File: src/logic/accr_pkg.sv
`default_nettype none
package accr_pkg;
  // Register indices; byte address is four times the index
  localparam logic [7:0] ACCR_IDX_CH1_GAIN_HIGH = 8'h11;
  localparam logic [7:0] ACCR_IDX_CH1_GAIN_LOW = 8'h12;
  localparam logic [7:0] ACCR_IDX_CH2_CONFIG = 8'h13;
  localparam int ACCR_ADDR_W = 12;
  localparam logic [ACCR_ADDR_W-1:0] ACCR_ADDR_CH1_GAIN_HIGH = 12'h044;
  localparam logic [ACCR_ADDR_W-1:0] ACCR_ADDR_CH1_GAIN_LOW = 12'h048;
  localparam logic [ACCR_ADDR_W-1:0] ACCR_ADDR_CH2_CONFIG = 12'h04c;
  // Reset values
  localparam logic [15:0] ACCR_RST_GAIN_HIGH = 16'h8000;
  localparam logic [7:0] ACCR_RST_GAIN_LOW = 8'h00;
  localparam logic [9:0] ACCR_RST_PHASE = 10'h000;
  localparam logic ACCR_RST_DC_OFF = 1'b0;
  // Field positions
  localparam int ACCR_GLOW_LSB = 8;
  localparam int ACCR_PHASE_LSB = 6;
  localparam int ACCR_DCOFF_BIT = 2;
  localparam int ACCR_MUX_LSB = 0;
  // Input selector encodings
  typedef enum logic [1:0] {
    ACCR_IN_PINS = 2'h0,
    ACCR_IN_SHORT = 2'h1,
    ACCR_IN_TEST_POS = 2'h2,
    ACCR_IN_TEST_NEG = 2'h3
  } accr_input_t;
endpackage
`default_nettype wire

File: src/logic/accr_regs.sv
// How it works
// - Bits 15:8 of the gain trim low register hold gain bits 7:0, writable, reset zero.
// - The gain trim high register supplies gain bits 23:8 and resets to 8000h.
// - Bits 7:0 of the gain trim low register are read-only and always read zero.
// - Bits 15:6 of channel 2 config hold a signed 10-bit phase delay, reset zero.
// - Bit 2 of channel 2 config set disables DC blocking for channel 2 only.
// - Bits 1:0 of channel 2 config choose pins, shorted, positive or negative test.
//
// Our own choice: register access over APB.
`timescale 1ns/1ns
`default_nettype none
module accr_regs
(
  input wire logic pclk,
  input wire logic presetn,
  input wire logic psel,
  input wire logic penable,
  input wire logic pwrite,
  input wire logic [accr_pkg::ACCR_ADDR_W-1:0] paddr,
  input wire logic [31:0] pwdata,
  input wire logic [3:0] pstrb,
  input wire logic global_dc_block_setting,
  output logic pready,
  output logic pslverr,
  output logic [31:0] prdata,
  output logic [23:0] ch1_gain_trim,
  output logic [9:0] ch2_phase_delay,
  output logic ch2_dc_block_off,
  output logic ch2_dc_block_on,
  output logic [1:0] ch2_input_select
);
  import accr_pkg::*;

  typedef struct packed {
    logic [15:0] gain_high;
    logic [7:0] gain_low;
    logic [9:0] phase;
    logic dc_off;
    logic [1:0] in_sel;
    logic dc_on;
    logic ready;
    logic err;
    logic [31:0] rdata;
  } accr_state_t;

  accr_state_t st;
  accr_state_t next_st;
  logic setup;
  logic wr;
  logic hit_high;
  logic hit_low;
  logic hit_cfg;
  logic [15:0] rd_word;

  // No wait states: pready rises in the access phase right after setup
  assign setup = psel && !penable;
  // Writes commit only at the access edge, where the master sees pready
  assign wr = psel && penable && pwrite && st.ready;
  assign hit_high = (paddr == ACCR_ADDR_CH1_GAIN_HIGH);
  assign hit_low = (paddr == ACCR_ADDR_CH1_GAIN_LOW);
  assign hit_cfg = (paddr == ACCR_ADDR_CH2_CONFIG);

  // Read mux; reserved bits come back as zero
  always_comb begin
    rd_word = 16'h0000;
    if (hit_high) begin
      rd_word = st.gain_high;
    end else if (hit_low) begin
      rd_word = {st.gain_low, 8'h00};
    end else if (hit_cfg) begin
      rd_word = {st.phase, 3'h0, st.dc_off, st.in_sel};
    end
  end

  // Next state; read data is caught at setup so it stands with pready
  always_comb begin
    next_st = st;
    next_st.ready = setup;
    next_st.err = setup && !(hit_high || hit_low || hit_cfg);
    if (setup && !pwrite) begin
      next_st.rdata = {16'h0000, rd_word};
    end else if (setup) begin
      next_st.rdata = 32'h0000_0000;
    end
    if (wr && hit_high) begin
      if (pstrb[0]) begin
        next_st.gain_high[7:0] = pwdata[7:0];
      end
      if (pstrb[1]) begin
        next_st.gain_high[15:8] = pwdata[15:8];
      end
    end
    if (wr && hit_low && pstrb[1]) begin
      next_st.gain_low = pwdata[ACCR_GLOW_LSB +: 8];
    end
    if (wr && hit_cfg) begin
      // Bits 5:3 are simply never stored
      if (pstrb[0]) begin
        next_st.in_sel = pwdata[ACCR_MUX_LSB +: 2];
        next_st.dc_off = pwdata[ACCR_DCOFF_BIT];
        next_st.phase[1:0] = pwdata[ACCR_PHASE_LSB +: 2];
      end
      if (pstrb[1]) begin
        next_st.phase[9:2] = pwdata[ACCR_PHASE_LSB+2 +: 8];
      end
    end
    // Channel override beats the global setting
    next_st.dc_on = global_dc_block_setting && !next_st.dc_off;
  end

  // State register
  always_ff @(posedge pclk or negedge presetn) begin
    if (!presetn) begin
      st.gain_high <= ACCR_RST_GAIN_HIGH;
      st.gain_low <= ACCR_RST_GAIN_LOW;
      st.phase <= ACCR_RST_PHASE;
      st.dc_off <= ACCR_RST_DC_OFF;
      st.in_sel <= ACCR_IN_PINS;
      st.dc_on <= 1'b0;
      st.ready <= 1'b0;
      st.err <= 1'b0;
      st.rdata <= 32'h0000_0000;
    end else begin
      st <= next_st;
    end
  end

  // Outputs straight from flops
  assign pready = st.ready;
  assign pslverr = st.err;
  assign prdata = st.rdata;
  assign ch1_gain_trim = {st.gain_high, st.gain_low};
  assign ch2_phase_delay = st.phase;
  assign ch2_dc_block_off = st.dc_off;
  assign ch2_dc_block_on = st.dc_on;
  assign ch2_input_select = st.in_sel;

  property p_gain_low_write;
    @(posedge pclk) disable iff (!presetn)
      (wr && hit_low && pstrb[1]) |=> (ch1_gain_trim[7:0] == $past(pwdata[15:8]));
  endproperty
  a_gain_low_write: assert property (p_gain_low_write)
    else $error("gain low byte not stored");

  property p_gain_high_write;
    @(posedge pclk) disable iff (!presetn)
      (wr && hit_high && pstrb[1:0] == 2'h3) |=> (ch1_gain_trim[23:8] == $past(pwdata[15:0]));
  endproperty
  a_gain_high_write: assert property (p_gain_high_write)
    else $error("gain high word not stored");

  property p_low_reserved;
    @(posedge pclk) disable iff (!presetn)
      (setup && !pwrite && hit_low) |=> (prdata[7:0] == 8'h00 && pready);
  endproperty
  a_low_reserved: assert property (p_low_reserved)
    else $error("reserved gain bits read nonzero");

  property p_phase_write;
    @(posedge pclk) disable iff (!presetn)
      (wr && hit_cfg && pstrb[1:0] == 2'h3) |=> (ch2_phase_delay == $past(pwdata[15:6]));
  endproperty
  a_phase_write: assert property (p_phase_write)
    else $error("phase delay not stored");

  property p_dc_override;
    @(posedge pclk) disable iff (!presetn)
      ch2_dc_block_off |-> !ch2_dc_block_on;
  endproperty
  a_dc_override: assert property (p_dc_override)
    else $error("dc block on while overridden");

  property p_dc_global;
    @(posedge pclk) disable iff (!presetn)
      (global_dc_block_setting && !ch2_dc_block_off && !(wr && hit_cfg)) |=> ch2_dc_block_on;
  endproperty
  a_dc_global: assert property (p_dc_global)
    else $error("global dc setting not followed");

  property p_mux_write;
    @(posedge pclk) disable iff (!presetn)
      (wr && hit_cfg && pstrb[0]) |=> (ch2_input_select == $past(pwdata[1:0]));
  endproperty
  a_mux_write: assert property (p_mux_write)
    else $error("input select not stored");

  property p_cfg_reserved;
    @(posedge pclk) disable iff (!presetn)
      (setup && !pwrite && hit_cfg) |=> (prdata[5:3] == 3'h0 && prdata[15:6] == ch2_phase_delay);
  endproperty
  a_cfg_reserved: assert property (p_cfg_reserved)
    else $error("config readback wrong");

  // Fields hold unless written, read back as stored, and leave reset clean
  property p_gain_low_hold;
    @(posedge pclk) disable iff (!presetn)
      !(wr && hit_low && pstrb[1]) |=> $stable(ch1_gain_trim[7:0]);
  endproperty
  a_gain_low_hold: assert property (p_gain_low_hold)
    else $error("gain low byte changed without a write");

  property p_gain_low_read;
    @(posedge pclk) disable iff (!presetn)
      (setup && !pwrite && hit_low) |=> (prdata[15:8] == ch1_gain_trim[7:0]);
  endproperty
  a_gain_low_read: assert property (p_gain_low_read)
    else $error("gain low byte read back wrong");

  property p_reset_gain_low;
    @(posedge pclk) disable iff (!presetn)
      $rose(presetn) |-> (ch1_gain_trim[7:0] == ACCR_RST_GAIN_LOW);
  endproperty
  a_reset_gain_low: assert property (p_reset_gain_low)
    else $error("gain low byte not reset");

  property p_gain_high_hold;
    @(posedge pclk) disable iff (!presetn)
      !(wr && hit_high) |=> $stable(ch1_gain_trim[23:8]);
  endproperty
  a_gain_high_hold: assert property (p_gain_high_hold)
    else $error("gain high word changed without a write");

  property p_gain_high_read;
    @(posedge pclk) disable iff (!presetn)
      (setup && !pwrite && hit_high) |=> (prdata[15:0] == ch1_gain_trim[23:8]);
  endproperty
  a_gain_high_read: assert property (p_gain_high_read)
    else $error("gain high word read back wrong");

  property p_gain_high_upper_lane;
    @(posedge pclk) disable iff (!presetn)
      (wr && hit_high && pstrb[1]) |=> (ch1_gain_trim[23:16] == $past(pwdata[15:8]));
  endproperty
  a_gain_high_upper_lane: assert property (p_gain_high_upper_lane)
    else $error("gain high upper byte not stored");

  property p_gain_high_lower_keep;
    @(posedge pclk) disable iff (!presetn)
      (wr && hit_high && !pstrb[0]) |=> $stable(ch1_gain_trim[15:8]);
  endproperty
  a_gain_high_lower_keep: assert property (p_gain_high_lower_keep)
    else $error("gain high lower byte written without strobe");

  property p_reset_gain_high;
    @(posedge pclk) disable iff (!presetn)
      $rose(presetn) |-> (ch1_gain_trim[23:8] == ACCR_RST_GAIN_HIGH);
  endproperty
  a_reset_gain_high: assert property (p_reset_gain_high)
    else $error("gain high word not reset");

  property p_phase_hold;
    @(posedge pclk) disable iff (!presetn)
      !(wr && hit_cfg) |=> $stable(ch2_phase_delay);
  endproperty
  a_phase_hold: assert property (p_phase_hold)
    else $error("phase delay changed without a write");

  property p_phase_low_lane;
    @(posedge pclk) disable iff (!presetn)
      (wr && hit_cfg && pstrb[0]) |=> (ch2_phase_delay[1:0] == $past(pwdata[7:6]));
  endproperty
  a_phase_low_lane: assert property (p_phase_low_lane)
    else $error("phase delay low bits not stored");

  property p_phase_high_lane;
    @(posedge pclk) disable iff (!presetn)
      (wr && hit_cfg && pstrb[1]) |=> (ch2_phase_delay[9:2] == $past(pwdata[15:8]));
  endproperty
  a_phase_high_lane: assert property (p_phase_high_lane)
    else $error("phase delay high bits not stored");

  property p_reset_phase;
    @(posedge pclk) disable iff (!presetn)
      $rose(presetn) |-> (ch2_phase_delay == ACCR_RST_PHASE);
  endproperty
  a_reset_phase: assert property (p_reset_phase)
    else $error("phase delay not reset");

  property p_dc_off_write;
    @(posedge pclk) disable iff (!presetn)
      (wr && hit_cfg && pstrb[0]) |=> (ch2_dc_block_off == $past(pwdata[2]));
  endproperty
  a_dc_off_write: assert property (p_dc_off_write)
    else $error("dc block override not stored");

  property p_dc_off_hold;
    @(posedge pclk) disable iff (!presetn)
      !(wr && hit_cfg) |=> $stable(ch2_dc_block_off);
  endproperty
  a_dc_off_hold: assert property (p_dc_off_hold)
    else $error("dc block override changed without a write");

  property p_dc_global_off;
    @(posedge pclk) disable iff (!presetn)
      !global_dc_block_setting |=> !ch2_dc_block_on;
  endproperty
  a_dc_global_off: assert property (p_dc_global_off)
    else $error("dc block on while global setting off");

  property p_dc_read;
    @(posedge pclk) disable iff (!presetn)
      (setup && !pwrite && hit_cfg) |=> (prdata[2] == ch2_dc_block_off);
  endproperty
  a_dc_read: assert property (p_dc_read)
    else $error("dc block override read back wrong");

  property p_reset_dc_off;
    @(posedge pclk) disable iff (!presetn)
      $rose(presetn) |-> (ch2_dc_block_off == ACCR_RST_DC_OFF);
  endproperty
  a_reset_dc_off: assert property (p_reset_dc_off)
    else $error("dc block override not reset");

  property p_mux_hold;
    @(posedge pclk) disable iff (!presetn)
      !(wr && hit_cfg) |=> $stable(ch2_input_select);
  endproperty
  a_mux_hold: assert property (p_mux_hold)
    else $error("input select changed without a write");

  property p_mux_read;
    @(posedge pclk) disable iff (!presetn)
      (setup && !pwrite && hit_cfg) |=> (prdata[1:0] == ch2_input_select);
  endproperty
  a_mux_read: assert property (p_mux_read)
    else $error("input select read back wrong");

  property p_reset_select;
    @(posedge pclk) disable iff (!presetn)
      $rose(presetn) |-> (ch2_input_select == ACCR_IN_PINS);
  endproperty
  a_reset_select: assert property (p_reset_select)
    else $error("input select not reset");
endmodule
`default_nettype wire

File: config.mk
export PLATFORM = sky130hd
export DESIGN_NAME = accr_regs
export DESIGN_NICKNAME = d
export VERILOG_FILES = /design/src/logic/accr_pkg.sv /design/src/logic/accr_regs.sv
export SDC_FILE = /design/constraint.sdc
export NUM_CORES = 1
export LEC_CHECK = 0
export BUFFER_PORTS_ARGS = -buffer_cell sky130_fd_sc_hd__buf_2
export CAP_MARGIN = 20
export CORE_UTILIZATION = 35
export DETAILED_ROUTE_END_ITERATION = 8
export PLACE_DENSITY = 0.59
export SYNTH_ARGS = -nofsm -noshare
export SYNTH_HDL_FRONTEND = slang
export SYNTH_SLANG_ARGS = --single-unit
File: constraint.sdc
create_clock -name pclk -period 3.4 [get_ports pclk]
set_clock_uncertainty 0.05 [all_clocks]
set_input_delay 0.34 -clock pclk [delete_from_list [all_inputs] [get_ports pclk]]
set_output_delay 0.34 -clock pclk [all_outputs]
set_load 0.01 [all_outputs]
==> key figures <==
Outcome
  • Result of the run: finished clean

Place
  • Placed Area: 0.003117 mm2
  • Port bufs: 91
  • DP Cell Count: 377
  • Hpwl dp: between 4000 and 5000 um
  • Placer Congestion: 0.7080

Floorplanning
  • Die Area: 0.007927 mm2
  • Initial Utilization: 36.36%
  • Core area: 0.007292 mm2
  • FP Rows: 31
  • Die height: 89.04 um
  • Die X: 89.04 um
  • Ports: roughly 130

Synthesis
  • Synth cell types: 27
  • Synth warnings: 0
  • Post-synth top area cell: dfrtp_1
  • Seq/Total Area, Yosys: 52.90%
  • Seq cells post-synth: 56
  • Synth top area cells: dfrtp_1, mux2_2, mux2_4
  • Share of the synthesized area in the top cell type: 51.91%
  • Syn Std Cell Area: around 0.0027 mm2
  • Syn avg cell area: 13.53 um2
  • Cells after synthesis: approximately 200

Setup path
  • CP endpoint kind: register
  • Internal reg-to-reg setup slack: 1.44 ns
  • Crit path DAT: 2.15 ns
  • CP Launch Type: primary input
  • End of the critical path: ch2_phase_delay[8]
  • Reg2reg end: ch2_phase_delay[8]
  • Worst Reg-to-Reg Cells: 4
  • Setup crit start: paddr[7]
  • FF-to-FF Start: pready
  • CP max FO: 8
  • Critical path type: primary input to register
  • Critical Path RT: approximately 3.5 ns

Timing
  • Tcrit/Tclk final: between 50 and 60%
  • Count of final setup violators: 0
  • Tmin final: roughly 2 ns
  • Slew Viols, Final: 0
  • Hold Violations, Final: 0
  • Setup TNS: 0 ns
  • Worst hold margin: 0.1113 ns
  • Worst slew margin: 35.45%
  • Slew at the pin closest to its max-slew limit: 0.9683 ns
  • F_max: 0.4995 GHz
  • RSZ-0062 raised after global routing: false

Global routing
  • Initial antenna violation count: 0
  • Grt ovf: 0
  • Vias in the first global route: between 1500 and 2000
  • First-pass GRT wire length: 9225 um
  • GRT Total Usage: between 10% and 20%
  • Largest net degree at the start of global routing: 42

Route
  • Initial detailed-routing violation count: 32
  • Remaining antenna violation count after routing: 0
  • Detail-routed net length per standard cell: 15.42 um
  • Vias: 1793
  • Pre-antenna DRT Iters: 4
  • DRC: 0
  • Routed vias/inst: between 4 and 5
  • Drt total wl: 5938 um

Power
  • P per Cell Area: a little over 400 mW/mm2
  • Worst IR Drop VDD: 0.1984 mV
  • Leakage: 1.803 nW

Cells and area
  • Share of layout cells above drive strength 1: 54.20%
  • Area delta synth->final: 23.55%
  • Final Util: 44.92%
  • Fin area: 0.003276 mm2
  • Fin cells: 385
  • Nets: 339
  • Inserted Diodes: 0
  • Fill cells: 698

Clock network
  • CTS hold repair buffers: 0
  • CTS tree: built
  • Max clock buf depth: 2
  • Cts bufs inserted: 5
  • Clock sinks: 56
  • Worst skew pair latency: 0.30 ns
  • H-tree depth: 2
  • Post_cts resized: 0
  • Root Driver: clkbuf_8
  • Post-CTS setup-driven buffer insertion count: 0
  • Reg clk slew, reported paths: ~0.10 ns

Job
  • Max_cap viols: 0

Hold path
  • Worst hold path class: primary input to asynchronous set/reset pin
[per-layer routing]
layer  up-vias  share of wire, %  GRT usage [%]
li1        844                 -              -
met1       890                47          21.29
met2        55                48          25.87
met3         4               4.4          2.585
met4         0              0.81          4.329
met5         -                 0              0
[power breakdown]
group | leakage [nW] | switching [mW] | internal (mW)
Sequential | 0.775 | 0.000475 | 0.667
Clock | 0.0784 | 0.213 | 0.368
Combinational | 0.950 | 0.0526 | 0.0241
Total | 1.80 | 0.266 | 1.06
[state kept, by name, summed over array words and instances, names as in the netlist]
register	flops
ch2_phase_delay	10
pslverr	1
prdata	16
ch2_dc_block_on	1
pready	1
ch2_input_select	2
ch2_dc_block_off	1
ch1_gain_trim	24
[cells by family (layout without fill, tap and decap cells)]
kind of cell	after synthesis	count (layout)	synth area share, %
simple gates	37	37	9.864
compound gates	24	24	6.466
buf+inv	27	102	6.985
mux	51	51	23.64
flops	56	56	52.90
other cells	1	16	0.1414
[stage by stage]
stage	power, mW	setup WS (ns)
2_1_floorplan	0.7257	1.472
3_3_place_gp	0.7577	1.077
3_5_place_dp	0.7589	1.070
4_1_cts	1.344	1.386
5_1_grt	1.374	1.335
6_report	1.326	1.398
[layout by cell type, fill, tap and decap left out, drive strengths merged, types with 2 or more instances in the layout]
| master | synthesis | final |
|---|---|---|
| mux2 | 45 | 45 |
| buf | 20 | 92 |
| nand2b | 3 | 3 |
| nor3 | 2 | 2 |
| nor4b | 2 | 2 |
| dfrtp | 55 | 55 |
| mux2i | 6 | 6 |
| a22oi | 8 | 8 |
| o21ai | 5 | 5 |
| nor2 | 6 | 6 |
| clkbuf | 5 | 5 |
| o31ai | 8 | 8 |
| nand2 | 16 | 16 |
| or4 | 2 | 2 |
| bufinv | 0 | 3 |
| a22o | 3 | 3 |
| inv | 2 | 2 |
| conb | 1 | 16 |
[cell type report]
type	count	area (um2)	share of cell area (%)
inverter	2	7.507	0.2292
timing repair buffer	92	462.9	14.13
clock buffer	5	68.82	2.101
multi-input combinational	128	1120	34.19
clock inverter	3	90.09	2.750
tap	99	123.9	3.782
sequential	56	1403	42.82
[Yosys cell counts (all sizes together)]
library cell  instances
buf                  20
o31ai                 8
nor3                  2
a22oi                 8
or4                   2
conb                  1
and4                  1
or2                   1
a22o                  3
clkbuf                5
inv                   2
mux2                 45
nand3                 1
nor2                  6
nor4bb                1
mux2i                 6
o21ai                 5
nand2b                3
dfstp                 1
dfrtp                55
nand2                16
nor4b                 2
nand4                 1
nor4                  1
[critical path, stage by stage]
cell and delay (ns):
buf_2 0.11, nor4b_4 0.37, nand3_4 0.17, nor3_2 0.74, mux2_2 0.42
[how the worst min path moves through the flow]
| stage | to | cells after the start |
|---|---|---|
| global route | ch1_gain_trim[5] | 1 |
| finish | ch2_dc_block_on | 1 |
| detailed placement | prdata[14] | 2 |
| global placement | prdata[13] | 2 |
| CTS | ch1_gain_trim[4] | 1 |
| floorplan | ch1_gain_trim[0] | 0 |
Note: power is estimated with default switching activity, not from simulation.
